--- config.mk ---
export PLATFORM = sky130hd
export DESIGN_NAME = tcu_timer_counter
export DESIGN_NICKNAME = d
export VERILOG_FILES = /design/src/pkg/tcu_pkg.sv /design/src/tcu_clock_select.sv /design/src/tcu_compare_unit.sv /design/src/tcu_timer_counter.sv
export VERILOG_INCLUDE_DIRS = /design/src /design/src/pkg
export SDC_FILE = /design/constraint.sdc
export NUM_CORES = 1
export LEC_CHECK = 0
export BUFFER_PORTS_ARGS = -buffer_cell sky130_fd_sc_hd__buf_4
export CORE_AREA = 5 5 84 86
export DETAILED_ROUTE_END_ITERATION = 8
export DIE_AREA = 0 0 89 91
export GPL_ROUTABILITY_DRIVEN = 1
export PLACE_DENSITY = 0.74
export SETUP_SLACK_MARGIN = 0.1
export SYNTH_ARGS = -nofsm -noshare
export SYNTH_HDL_FRONTEND = slang
export SYNTH_HIERARCHICAL = 1
export SYNTH_SLANG_ARGS = --single-unit
--- constraint.sdc ---
create_clock -name clk -period 2.95 [get_ports clk]
set_input_delay 0.1475 -clock clk [delete_from_list [all_inputs] [get_ports clk]]
set_output_delay 0.1475 -clock clk [all_outputs]
set_load 0.05 [all_outputs]
--- src/pkg/tcu_cfg.svh ---
`ifndef TCU_CFG_SVH
`define TCU_CFG_SVH

// ---------------------------------------------------------------
// widths
// ---------------------------------------------------------------
`define TCU_CNT_W        8
`define TCU_ADDR_W       8
`define TCU_PRE_W        10

// ---------------------------------------------------------------
// register offsets
// ---------------------------------------------------------------
`define TCU_CTRL_OFS     8'h00
`define TCU_COUNT_OFS    8'h01
`define TCU_COMPARE_OFS  8'h02
`define TCU_FLAG_OFS     8'h03
`define TCU_MASK_OFS     8'h04

// ---------------------------------------------------------------
// field positions
// ---------------------------------------------------------------
`define TCU_CS_LSB       0
`define TCU_CS_MSB       2
`define TCU_WAVE_HI_BIT  3
`define TCU_WAVE_LO_BIT  6
`define TCU_OVF_BIT      0
`define TCU_CMP_BIT      1

// ---------------------------------------------------------------
// values
// ---------------------------------------------------------------
`define TCU_RESET_VAL    8'h00
`define TCU_BOTTOM       8'h00
`define TCU_MAX          8'hFF
`define TCU_STEP         8'h01
`define TCU_PRE_STEP     10'h001
`define TCU_PRE_MASK8    10'h007
`define TCU_PRE_MASK64   10'h03F
`define TCU_PRE_MASK256  10'h0FF
`define TCU_PRE_MASK1024 10'h3FF

`endif

--- src/pkg/tcu_pkg.sv ---
// ---------------------------------------------------------------
// types
// ---------------------------------------------------------------
package tcu_pkg;

  typedef enum logic [1:0] {
    TCU_WAVE_NORMAL,
    TCU_WAVE_PHASE_PWM,
    TCU_WAVE_CTC,
    TCU_WAVE_FAST_PWM
  } tcu_wave_t;

  typedef enum logic [2:0] {
    TCU_CS_STOP,
    TCU_CS_DIV1,
    TCU_CS_DIV8,
    TCU_CS_DIV64,
    TCU_CS_DIV256,
    TCU_CS_DIV1024,
    TCU_CS_EXT_FALL,
    TCU_CS_EXT_RISE
  } tcu_clksel_t;

endpackage : tcu_pkg

--- src/tcu_clock_select.sv ---
`timescale 1ns/1ps
`default_nettype none
`include "tcu_cfg.svh"

module tcu_clock_select #(
  parameter int PRE_W = `TCU_PRE_W
) (
  input  wire logic        clk,
  input  wire logic        sys_rst,
  input  wire logic [2:0]  clockSelect,
  input  wire logic        extClockPin,
  output logic             timerTick
);

  logic [PRE_W-1:0] preFf;
  logic [PRE_W-1:0] nxt_preFf;
  logic             extPrevFf;
  logic             nxt_extPrevFf;
  logic             tickFf;
  logic             nxt_tickFf;
  logic             extRise;
  logic             extFall;

  // ---------------------------------------------------------------
  // tick generation
  // ---------------------------------------------------------------
  // prescaler free-runs so switching taps never restarts its phase
  always_comb begin
    nxt_preFf     = preFf + PRE_W'(`TCU_PRE_STEP);
    nxt_extPrevFf = extClockPin;
    extRise       = extClockPin & ~extPrevFf;
    extFall       = ~extClockPin & extPrevFf;
    case (tcu_pkg::tcu_clksel_t'(clockSelect))
      tcu_pkg::TCU_CS_STOP:     nxt_tickFf = 1'b0;
      tcu_pkg::TCU_CS_DIV1:     nxt_tickFf = 1'b1;
      tcu_pkg::TCU_CS_DIV8:
        nxt_tickFf = (preFf & PRE_W'(`TCU_PRE_MASK8))
                     == PRE_W'(`TCU_PRE_MASK8);
      tcu_pkg::TCU_CS_DIV64:
        nxt_tickFf = (preFf & PRE_W'(`TCU_PRE_MASK64))
                     == PRE_W'(`TCU_PRE_MASK64);
      tcu_pkg::TCU_CS_DIV256:
        nxt_tickFf = (preFf & PRE_W'(`TCU_PRE_MASK256))
                     == PRE_W'(`TCU_PRE_MASK256);
      tcu_pkg::TCU_CS_DIV1024:
        nxt_tickFf = (preFf & PRE_W'(`TCU_PRE_MASK1024))
                     == PRE_W'(`TCU_PRE_MASK1024);
      tcu_pkg::TCU_CS_EXT_FALL: nxt_tickFf = extFall;
      tcu_pkg::TCU_CS_EXT_RISE: nxt_tickFf = extRise;
      default:                  nxt_tickFf = 1'b0;
    endcase
  end

  always_ff @(posedge clk) begin
    if (sys_rst) begin
      preFf     <= '0;
      extPrevFf <= 1'b0;
      tickFf    <= 1'b0;
    end else begin
      preFf     <= nxt_preFf;
      extPrevFf <= nxt_extPrevFf;
      tickFf    <= nxt_tickFf;
    end
  end

  assign timerTick = tickFf;

endmodule : tcu_clock_select

`default_nettype wire

--- src/tcu_compare_unit.sv ---
`timescale 1ns/1ps
`default_nettype none
`include "tcu_cfg.svh"

module tcu_compare_unit #(
  parameter int CNT_W = `TCU_CNT_W
) (
  input  wire logic             clk,
  input  wire logic             sys_rst,
  input  wire logic             wrEn,
  input  wire logic [CNT_W-1:0] wrData,
  input  wire logic             pwmMode,
  input  wire logic             loadPoint,
  input  wire logic [CNT_W-1:0] counterValue,
  output logic      [CNT_W-1:0] bufferValue,
  output logic      [CNT_W-1:0] activeValue,
  output logic                  match
);

  logic [CNT_W-1:0] bufFf;
  logic [CNT_W-1:0] nxt_bufFf;
  logic [CNT_W-1:0] actFf;
  logic [CNT_W-1:0] nxt_actFf;

  // ---------------------------------------------------------------
  // double buffer
  // ---------------------------------------------------------------
  // pwm modes only load at top to avoid odd-length pulses
  always_comb begin
    nxt_bufFf = wrEn ? wrData : bufFf;
    if (!pwmMode || loadPoint) begin
      nxt_actFf = nxt_bufFf;
    end else begin
      nxt_actFf = actFf;
    end
  end

  always_ff @(posedge clk) begin
    if (sys_rst) begin
      bufFf <= '0;
      actFf <= '0;
    end else begin
      bufFf <= nxt_bufFf;
      actFf <= nxt_actFf;
    end
  end

  assign bufferValue = bufFf;
  assign activeValue = actFf;
  assign match       = (counterValue == actFf);

endmodule : tcu_compare_unit

`default_nettype wire

--- src/tcu_timer_counter.sv ---
`timescale 1ns/1ps
`default_nettype none
`include "tcu_cfg.svh"

module tcu_timer_counter #(
  parameter int ADDR_W = `TCU_ADDR_W
) (
  input  wire logic              clk,
  input  wire logic              sys_rst,
  input  wire logic [ADDR_W-1:0] addr,
  input  wire logic [7:0]        wrData,
  input  wire logic              wrStb,
  input  wire logic              rdStb,
  input  wire logic              extClockPin,
  input  wire logic              overflowAck,
  input  wire logic              compareAck,
  output logic      [7:0]        rdData,
  output logic                   overflowIrq,
  output logic                   compareIrq,
  output logic                   compareMatch,
  output logic                   topInd,
  output logic                   bottomInd
);

  // ---------------------------------------------------------------
  // state
  // ---------------------------------------------------------------
  logic [2:0]              clockSelectFf;
  logic [2:0]              nxt_clockSelectFf;
  tcu_pkg::tcu_wave_t      waveModeFf;
  tcu_pkg::tcu_wave_t      nxt_waveModeFf;
  logic [7:0]              countFf;
  logic [7:0]              nxt_countFf;
  logic                    countUpFf;
  logic                    nxt_countUpFf;
  logic                    blockFf;
  logic                    nxt_blockFf;
  logic                    overflowFlagFf;
  logic                    nxt_overflowFlagFf;
  logic                    compareFlagFf;
  logic                    nxt_compareFlagFf;
  logic                    overflowMaskFf;
  logic                    nxt_overflowMaskFf;
  logic                    compareMaskFf;
  logic                    nxt_compareMaskFf;
  logic [7:0]              rdDataFf;
  logic [7:0]              nxt_rdDataFf;
  logic                    overflowIrqFf;
  logic                    nxt_overflowIrqFf;
  logic                    compareIrqFf;
  logic                    nxt_compareIrqFf;
  logic                    matchFf;
  logic                    nxt_matchFf;
  logic                    topFf;
  logic                    nxt_topFf;
  logic                    bottomFf;
  logic                    nxt_bottomFf;

  logic                    timerTick;
  logic                    rawMatch;
  logic [7:0]              compareBuf;
  logic                    wrCtrl;
  logic                    wrCount;
  logic                    wrCompare;
  logic                    wrFlag;
  logic                    wrMask;
  logic                    pwmMode;
  logic                    atMax;
  logic                    atBottom;
  logic                    loadPoint;
  logic                    overflowSet;
  logic                    compareSet;

  // ---------------------------------------------------------------
  // helpers
  // ---------------------------------------------------------------
  function automatic logic hit(input logic [ADDR_W-1:0] a,
                               input logic [7:0]        ofs);
    hit = (a == ADDR_W'(ofs));
  endfunction : hit

  function automatic logic [7:0] step(input logic [7:0] v,
                                      input logic       up);
    step = up ? 8'(v + `TCU_STEP) : 8'(v - `TCU_STEP);
  endfunction : step

  // ---------------------------------------------------------------
  // submodules
  // ---------------------------------------------------------------
  tcu_clock_select #(
    .PRE_W       (`TCU_PRE_W)
  ) u_clock_select (
    .clk         (clk),
    .sys_rst     (sys_rst),
    .clockSelect (clockSelectFf),
    .extClockPin (extClockPin),
    .timerTick   (timerTick)
  );

  tcu_compare_unit #(
    .CNT_W        (`TCU_CNT_W)
  ) u_compare_unit (
    .clk          (clk),
    .sys_rst      (sys_rst),
    .wrEn         (wrCompare),
    .wrData       (wrData),
    .pwmMode      (pwmMode),
    .loadPoint    (loadPoint),
    .counterValue (countFf),
    .bufferValue  (compareBuf),
    .activeValue  (),
    .match        (rawMatch)
  );

  // ---------------------------------------------------------------
  // decode
  // ---------------------------------------------------------------
  assign wrCtrl    = wrStb & hit(addr, `TCU_CTRL_OFS);
  assign wrCount   = wrStb & hit(addr, `TCU_COUNT_OFS);
  assign wrCompare = wrStb & hit(addr, `TCU_COMPARE_OFS);
  assign wrFlag    = wrStb & hit(addr, `TCU_FLAG_OFS);
  assign wrMask    = wrStb & hit(addr, `TCU_MASK_OFS);
  assign pwmMode   = (waveModeFf == tcu_pkg::TCU_WAVE_PHASE_PWM) |
                     (waveModeFf == tcu_pkg::TCU_WAVE_FAST_PWM);
  assign atMax     = (countFf == `TCU_MAX);
  assign atBottom  = (countFf == `TCU_BOTTOM);
  assign loadPoint = timerTick & atMax;

  // ---------------------------------------------------------------
  // control and mask registers
  // ---------------------------------------------------------------
  always_comb begin
    nxt_clockSelectFf  = clockSelectFf;
    nxt_waveModeFf     = waveModeFf;
    nxt_overflowMaskFf = overflowMaskFf;
    nxt_compareMaskFf  = compareMaskFf;
    if (wrCtrl) begin
      nxt_clockSelectFf = wrData[`TCU_CS_MSB:`TCU_CS_LSB];
      nxt_waveModeFf    = tcu_pkg::tcu_wave_t'(
        {wrData[`TCU_WAVE_HI_BIT], wrData[`TCU_WAVE_LO_BIT]});
    end
    if (wrMask) begin
      nxt_overflowMaskFf = wrData[`TCU_OVF_BIT];
      nxt_compareMaskFf  = wrData[`TCU_CMP_BIT];
    end
  end

  // ---------------------------------------------------------------
  // counter unit
  // ---------------------------------------------------------------
  always_comb begin
    nxt_countFf   = countFf;
    nxt_countUpFf = countUpFf;
    overflowSet   = 1'b0;
    if (timerTick) begin
      case (waveModeFf)
        tcu_pkg::TCU_WAVE_NORMAL: begin
          nxt_countUpFf = 1'b1;
          nxt_countFf   = step(countFf, 1'b1);
          overflowSet   = atMax;
        end
        tcu_pkg::TCU_WAVE_CTC: begin
          nxt_countUpFf = 1'b1;
          if (rawMatch) begin
            nxt_countFf = `TCU_BOTTOM;
          end else begin
            nxt_countFf = step(countFf, 1'b1);
          end
          overflowSet   = atMax;
        end
        tcu_pkg::TCU_WAVE_FAST_PWM: begin
          nxt_countUpFf = 1'b1;
          nxt_countFf   = step(countFf, 1'b1);
          overflowSet   = atMax;
        end
        tcu_pkg::TCU_WAVE_PHASE_PWM: begin
          // turn round at both ends so max and bottom last one tick
          if (atMax) begin
            nxt_countUpFf = 1'b0;
          end else if (atBottom) begin
            nxt_countUpFf = 1'b1;
          end
          nxt_countFf = step(countFf, nxt_countUpFf);
          overflowSet = atBottom;
        end
        default: begin
          nxt_countFf = countFf;
        end
      endcase
    end
    if (wrCount) begin
      nxt_countFf = wrData;
    end
  end

  // ---------------------------------------------------------------
  // match blocking and flags
  // ---------------------------------------------------------------
  // a counter write arms the block even when stopped; a tick spends it
  always_comb begin
    if (wrCount) begin
      nxt_blockFf = 1'b1;
    end else if (timerTick) begin
      nxt_blockFf = 1'b0;
    end else begin
      nxt_blockFf = blockFf;
    end
    compareSet  = timerTick & rawMatch & ~blockFf;
    nxt_matchFf = compareSet;
    nxt_overflowFlagFf = overflowFlagFf;
    nxt_compareFlagFf  = compareFlagFf;
    if (overflowAck | (wrFlag & wrData[`TCU_OVF_BIT])) begin
      nxt_overflowFlagFf = 1'b0;
    end
    if (compareAck | (wrFlag & wrData[`TCU_CMP_BIT])) begin
      nxt_compareFlagFf = 1'b0;
    end
    // set beats clear so no event is lost
    if (overflowSet) begin
      nxt_overflowFlagFf = 1'b1;
    end
    if (compareSet) begin
      nxt_compareFlagFf = 1'b1;
    end
    nxt_overflowIrqFf = nxt_overflowFlagFf & nxt_overflowMaskFf;
    nxt_compareIrqFf  = nxt_compareFlagFf & nxt_compareMaskFf;
    nxt_topFf         = (nxt_countFf == `TCU_MAX);
    nxt_bottomFf      = (nxt_countFf == `TCU_BOTTOM);
  end

  // ---------------------------------------------------------------
  // read port
  // ---------------------------------------------------------------
  always_comb begin
    nxt_rdDataFf = 8'h00;
    if (rdStb) begin
      if (hit(addr, `TCU_CTRL_OFS)) begin
        nxt_rdDataFf[`TCU_CS_MSB:`TCU_CS_LSB] = clockSelectFf;
        nxt_rdDataFf[`TCU_WAVE_HI_BIT]        = waveModeFf[1];
        nxt_rdDataFf[`TCU_WAVE_LO_BIT]        = waveModeFf[0];
      end else if (hit(addr, `TCU_COUNT_OFS)) begin
        nxt_rdDataFf = countFf;
      end else if (hit(addr, `TCU_COMPARE_OFS)) begin
        nxt_rdDataFf = compareBuf;
      end else if (hit(addr, `TCU_FLAG_OFS)) begin
        nxt_rdDataFf[`TCU_OVF_BIT] = overflowFlagFf;
        nxt_rdDataFf[`TCU_CMP_BIT] = compareFlagFf;
      end else if (hit(addr, `TCU_MASK_OFS)) begin
        nxt_rdDataFf[`TCU_OVF_BIT] = overflowMaskFf;
        nxt_rdDataFf[`TCU_CMP_BIT] = compareMaskFf;
      end else begin
        nxt_rdDataFf = 8'h00;
      end
    end
  end

  // ---------------------------------------------------------------
  // registers
  // ---------------------------------------------------------------
  always_ff @(posedge clk) begin
    if (sys_rst) begin
      clockSelectFf  <= 3'h0;
      waveModeFf     <= tcu_pkg::TCU_WAVE_NORMAL;
      countFf        <= `TCU_RESET_VAL;
      countUpFf      <= 1'b1;
      blockFf        <= 1'b0;
      overflowFlagFf <= 1'b0;
      compareFlagFf  <= 1'b0;
      overflowMaskFf <= 1'b0;
      compareMaskFf  <= 1'b0;
      rdDataFf       <= 8'h00;
      overflowIrqFf  <= 1'b0;
      compareIrqFf   <= 1'b0;
      matchFf        <= 1'b0;
      topFf          <= 1'b0;
      bottomFf       <= 1'b1;
    end else begin
      clockSelectFf  <= nxt_clockSelectFf;
      waveModeFf     <= nxt_waveModeFf;
      countFf        <= nxt_countFf;
      countUpFf      <= nxt_countUpFf;
      blockFf        <= nxt_blockFf;
      overflowFlagFf <= nxt_overflowFlagFf;
      compareFlagFf  <= nxt_compareFlagFf;
      overflowMaskFf <= nxt_overflowMaskFf;
      compareMaskFf  <= nxt_compareMaskFf;
      rdDataFf       <= nxt_rdDataFf;
      overflowIrqFf  <= nxt_overflowIrqFf;
      compareIrqFf   <= nxt_compareIrqFf;
      matchFf        <= nxt_matchFf;
      topFf          <= nxt_topFf;
      bottomFf       <= nxt_bottomFf;
    end
  end

  assign rdData       = rdDataFf;
  assign overflowIrq  = overflowIrqFf;
  assign compareIrq   = compareIrqFf;
  assign compareMatch = matchFf;
  assign topInd       = topFf;
  assign bottomInd    = bottomFf;

endmodule : tcu_timer_counter

`default_nettype wire

# Word-level counts from Yosys, hierarchy flattened
# Index checks and enable logic that the tools add are counted.
# Widths: inputs -> output; s select.
# classes
reduce_logical	12
bitwise	21
addsub	3
eq_ne	21
muxes	28
# op_table
cell	n
$mux 8	7
$eq 8x8->1 const B	3
$logic_not 8->1	3
$pmux 8 s3	1
$eq 8x2->1 const B	2
$eq 3x3->1 const B	5
$and 1x1->1	14
$mux 1	14
$add 10x1->10 const B	1
$eq 10x10->1 const B	1
$add 8x1->8 const B	1
$eq 8x1->1 const B	1
$eq 8x3->1 const B	1
$eq 8x8->1	1
$pmux 1 s8	1
$sub 8x1->8 const B	1
$eq 3x2->1 const B	2
$eq 6x6->1 const B	1
$reduce_or 3->1	2
$eq 2x2->1 const B	2
$mux 2	2
$mux 4	1
$not 1->1	4
$pmux 1 s2	2
9 further kinds	12
# totals
in_bits	23
out_inout_bits	13
regBits	60
wordCells	106

# Longest topological paths before layout
# logic_depth
depth_word	10
depth_mapped	10
ltp_nobuf	10

# By module
# The synthesis kept the hierarchy.
# by_module_without_submodules
mod	seq_area_each_um2	instances	cells_per_inst	area_per_inst_um2
tcu_timer_counter	640.6	1	253	2038.2
tcu_compare_unit	320.3	1	65	711.9
tcu_clock_select	240.2	1	57	535.5

# Worst setup path after synthesis
# No wires, ideal clock.
# synth_timing
path_kind	reg-to-reg
start	reg countFf[0]
end	reg topFf, in the netlist topInd
stages_incl_launch_ff	9
slack_ps	830
synth_period_minus_slack_ps	2120
arrival_time_ps	2033
n_path_buf	0
setup_ps	87
required_ps	2863
cell_sequence	dfxtp_1 > inv_1 > ha_1 > a31oi_1 > o21ai_1 > o221a_1 > o31ai_2 > nand4_1 > nor4b_2
# synth_between
elab_chain_cells	10
word_cells_on_any_way	15
classes_between	2 x add/sub; 3 x eq/ne; 9 x mux; 1 x reduce/logical
# synth_rtl
item	line_no	text
from (decl)	tcu_timer_counter.sv:32	logic [7:0] countFf;
from (signal assigned)	tcu_timer_counter.sv:264	countFf <= `TCU_RESET_VAL;
from (signal assigned)	tcu_timer_counter.sv:280	countFf <= nxt_countFf;
$logic_not 8->1 (no line)	-	
$mux 1	tcu_timer_counter.sv:180	end else if (atBottom) begin
$mux 1	tcu_timer_counter.sv:178	if (atMax) begin
$mux 1	tcu_timer_counter.sv:156	case (waveModeFf)
$mux 1	tcu_timer_counter.sv:155	if (timerTick) begin
$mux 8	tcu_timer_counter.sv:84	step = up ? 8'(v + `TCU_STEP) : 8'(v - `TCU_STEP);
$pmux 8 s3	tcu_timer_counter.sv:156	
$mux 8 (*)	tcu_timer_counter.sv:155	
$mux 8 (*)	tcu_timer_counter.sv:191	if (wrCount) begin
$eq 8x8->1 (no line) (*)	-	
to (signal assigned)	tcu_timer_counter.sv:291	topFf <= nxt_topFf;
to (decl)	tcu_timer_counter.sv:54	logic topFf;
# Every way passes the cells marked *; elsewhere a longest branch is shown, timed or not. The select of a mux whose other input is x is not followed.
# A chain may end at the register's enable or synchronous reset.

# Worst setup path in the final report
# layout_timing
start	reg countFf[6]
end	reg topFf, in the netlist topInd
# The elaborated chain is that of the path after synthesis.

==> impl_metrics.yaml <==
yosys:
  synthTopCellsByCount: "60 x dfxtp_1, 56 x nor2_1, 21 x o21ai_0"
  synthCells: 375
  ys_ff_latch: 60
  synth_area_per_cell_sq_um: 8.76
  synth_ff_type: "dfxtp_1"
  netlist.area_leader.share: 0.366
  synth_warnings: 6
  synth-edff-count: 0
  netlist-cell-type-count: 72
  synth_area_leader_cell: "dfxtp_1"
  synth_most_common_cell: "dfxtp_1"
  synthArstFlopShare: 0
  synthTopCellsByArea: "dfxtp_1 37%, nor2_1 6.4%, mux2i_1 4.9%, xnor2_1 4.3%, o21ai_0 3.2%"
  seq_area_frac_synth: 0.366
  syn_area_sq_um: 3290
  synth_nets: 406
place:
  dp_hpwl_mm: 6.07
  dp.cells: 474
  place_congestion: 0.988
  portBuffers: 35
timing:
  hold_violations: 0
  finalCriticalPeriod_ps: 2530
  max_slew.worst_pin.slew_ps: 716
  holdWs_ps: 30.4
  skew_ps: 7.20
  max_freq_ghz: 0.396
  period_share: 0.857
  finalSetupTns_ps: 0
  slew_violations: 0
  slew_headroom: 0.522
  setup_violations: 0
  rsz0062_at_grt: "no"
die:
  pin_count: 36
  row_count: 29
  die_w_um: 89
  dieArea_sq_um: 8100
  start_util: 0.530
  die_h_um: 91
  core_sq_um: 6200
run:
  drv_cap: 0
layout:
  diodes: 0
  drive_gt1_frac: 0.213
  final_core_util: 0.603
  synthToLayoutAreaGrowth_pct: 13.9
  fillers: 559
  stdcell_count: 490
  nNetsFinal: 439
critical_path:
  crit_required_ps: 3210
  critPathLaunchType: "flip-flop"
  endpoint_kind: "flip-flop"
  crit_arrival_ps: 2790
  crit_path_max_fanout: 9
  path_class: "flip-flop to flip-flop"
clocking:
  numCtsBuffers: 9
  cts_root_buf: "clkbuf_8"
  cts_tree: "built"
  cts_hold_buf: 0
  cts.clk_slew.worst_paths_ps: 70
  clockBufferDepth: 2
  postCtsSetupBuffers: 0
  clock_sinks: 60
  htree_levels: 3
  clock_latency_ps: 340
  cts_resized: 0
routing:
  first_pass_iters: 5
  drc: 0
  drt_iter0_markers: 310
  viasPerCell: 6.02
  routed_wl_mm: 8.33
  post_drt_wl_per_cell_um: 17.0
  vias: 2951
  antenna_left: 0
run_status:
  outcome: "finished clean"
pwr:
  power.total_mw: 1.52
  max-vdd-ir-drop_mv: 0.288
  p_per_area_nw_per_um2: 407
  leakage_nw: 1.44
hold_path:
  min_path_type: "primary input to flip-flop"
grt:
  grt_util_all_layers: 0.217
  antenna_found_initial: 0
  overflow: 0
  grt_max_degree: 54
  grt_pass1_vias: 2834
  grt_first_pass_wirelength_mm: 13.8
==> layer usage <==
metal	GRT usage	vias up	part of all wire
li1	-	1423	-
met1	0.283	1404	0.43
met2	0.348	106	0.49
met3	0.0480	18	0.063
met4	0.0806	0	0.017
met5	0	-	0
==> worst paths after layout <==
kind	startpoint	endpoint	slack, ps	cells after the start
setup reg to reg	countFf[6]	topInd	420	7
setup / recovery	countFf[6]	topInd	420	7
hold / removal	extClockPin	u_clock_select/extPrevFf	30	2
hold reg to reg	blockFf	compareMatch	450	1
==> state kept, by name (all words and copies together) (netlist names), 2 cells and up <==
register / cells
u_compare_unit/bufferValue: 8
clockSelectFf: 3
u_compare_unit/activeValue: 8
u_clock_select/preFf: 10
rdData: 8
countFf: 8
waveModeFf: 2
==> worst max-delay path, cell delays in order (launching register included) <==
cell and delay (ps):
dfxtp_1 580, nand4_1 200, nor2_1 230, o21ai_1 160, a2111oi_0 520, o221a_2 350, nand4_1 120, nor4b_2 270
==> logic make-up (layout without fill, tap and decap cells) <==
logic type               after synthesis  after routing  share of synthesized area
multiplexers                          19             19                     0.0590
buffers and inverters                 36             74                     0.0552
AND/OR/NAND/NOR                      149            149                      0.243
XOR/XNOR                              18             18                     0.0480
AO/OA/AOI/OAI                         85             85                      0.198
flip-flops                            60             60                      0.366
adder cells (fa/ha/maj)                8              8                     0.0305
==> per-stage QoR <==
| stage | area, sq um | setup slack, ps |
|---|---|---|
| global route | 3740 | 269 |
| finish | 3740 | 423 |
| detailed placement | 3580 | 433 |
| floorplan | 3290 | 830 |
| global placement | 3580 | 474 |
| CTS | 3740 | 514 |
==> cell type report <==
type	count	area, sq um	area share
clock inverter	4	26.3	0.00702
timing repair buffer	43	323	0.0863
sequential	60	1200	0.321
clock buffer	12	135	0.0361
inverter	15	56.3	0.0151
tap	77	96.3	0.0258
multi-input combinational	279	1900	0.509
==> where the power goes <==
| group | total [mW] | leakage (nW) | internal, mW | switching [mW] |
|---|---|---|---|---|
| Sequential | 0.820 | 0.484 | 0.815 | 0.00455 |
| Combinational | 0.0806 | 0.880 | 0.0332 | 0.0474 |
| Clock | 0.623 | 0.0803 | 0.304 | 0.319 |
==> cell usage in the layout, fill, tap and decap left out, drive strengths merged, types with 3 or more instances in the layout <==
cell type,instances
a211oi,8
a31oi,3
buf,43
nand4,12
xnor2,16
a211o,3
a21oi,14
a221oi,3
clkinv,4
nand2b,5
o221a,3
clkbuf,12
ha,8
mux2i,16
nor2,57
nand3,8
mux2,3
and2,3
and3,5
nor2b,10
o21ai,24
nor3,10
o311a,4
dfxtp,60
or3,6
nand2,19
inv,14
a22oi,3
Power figures use the tool's default switching activity.
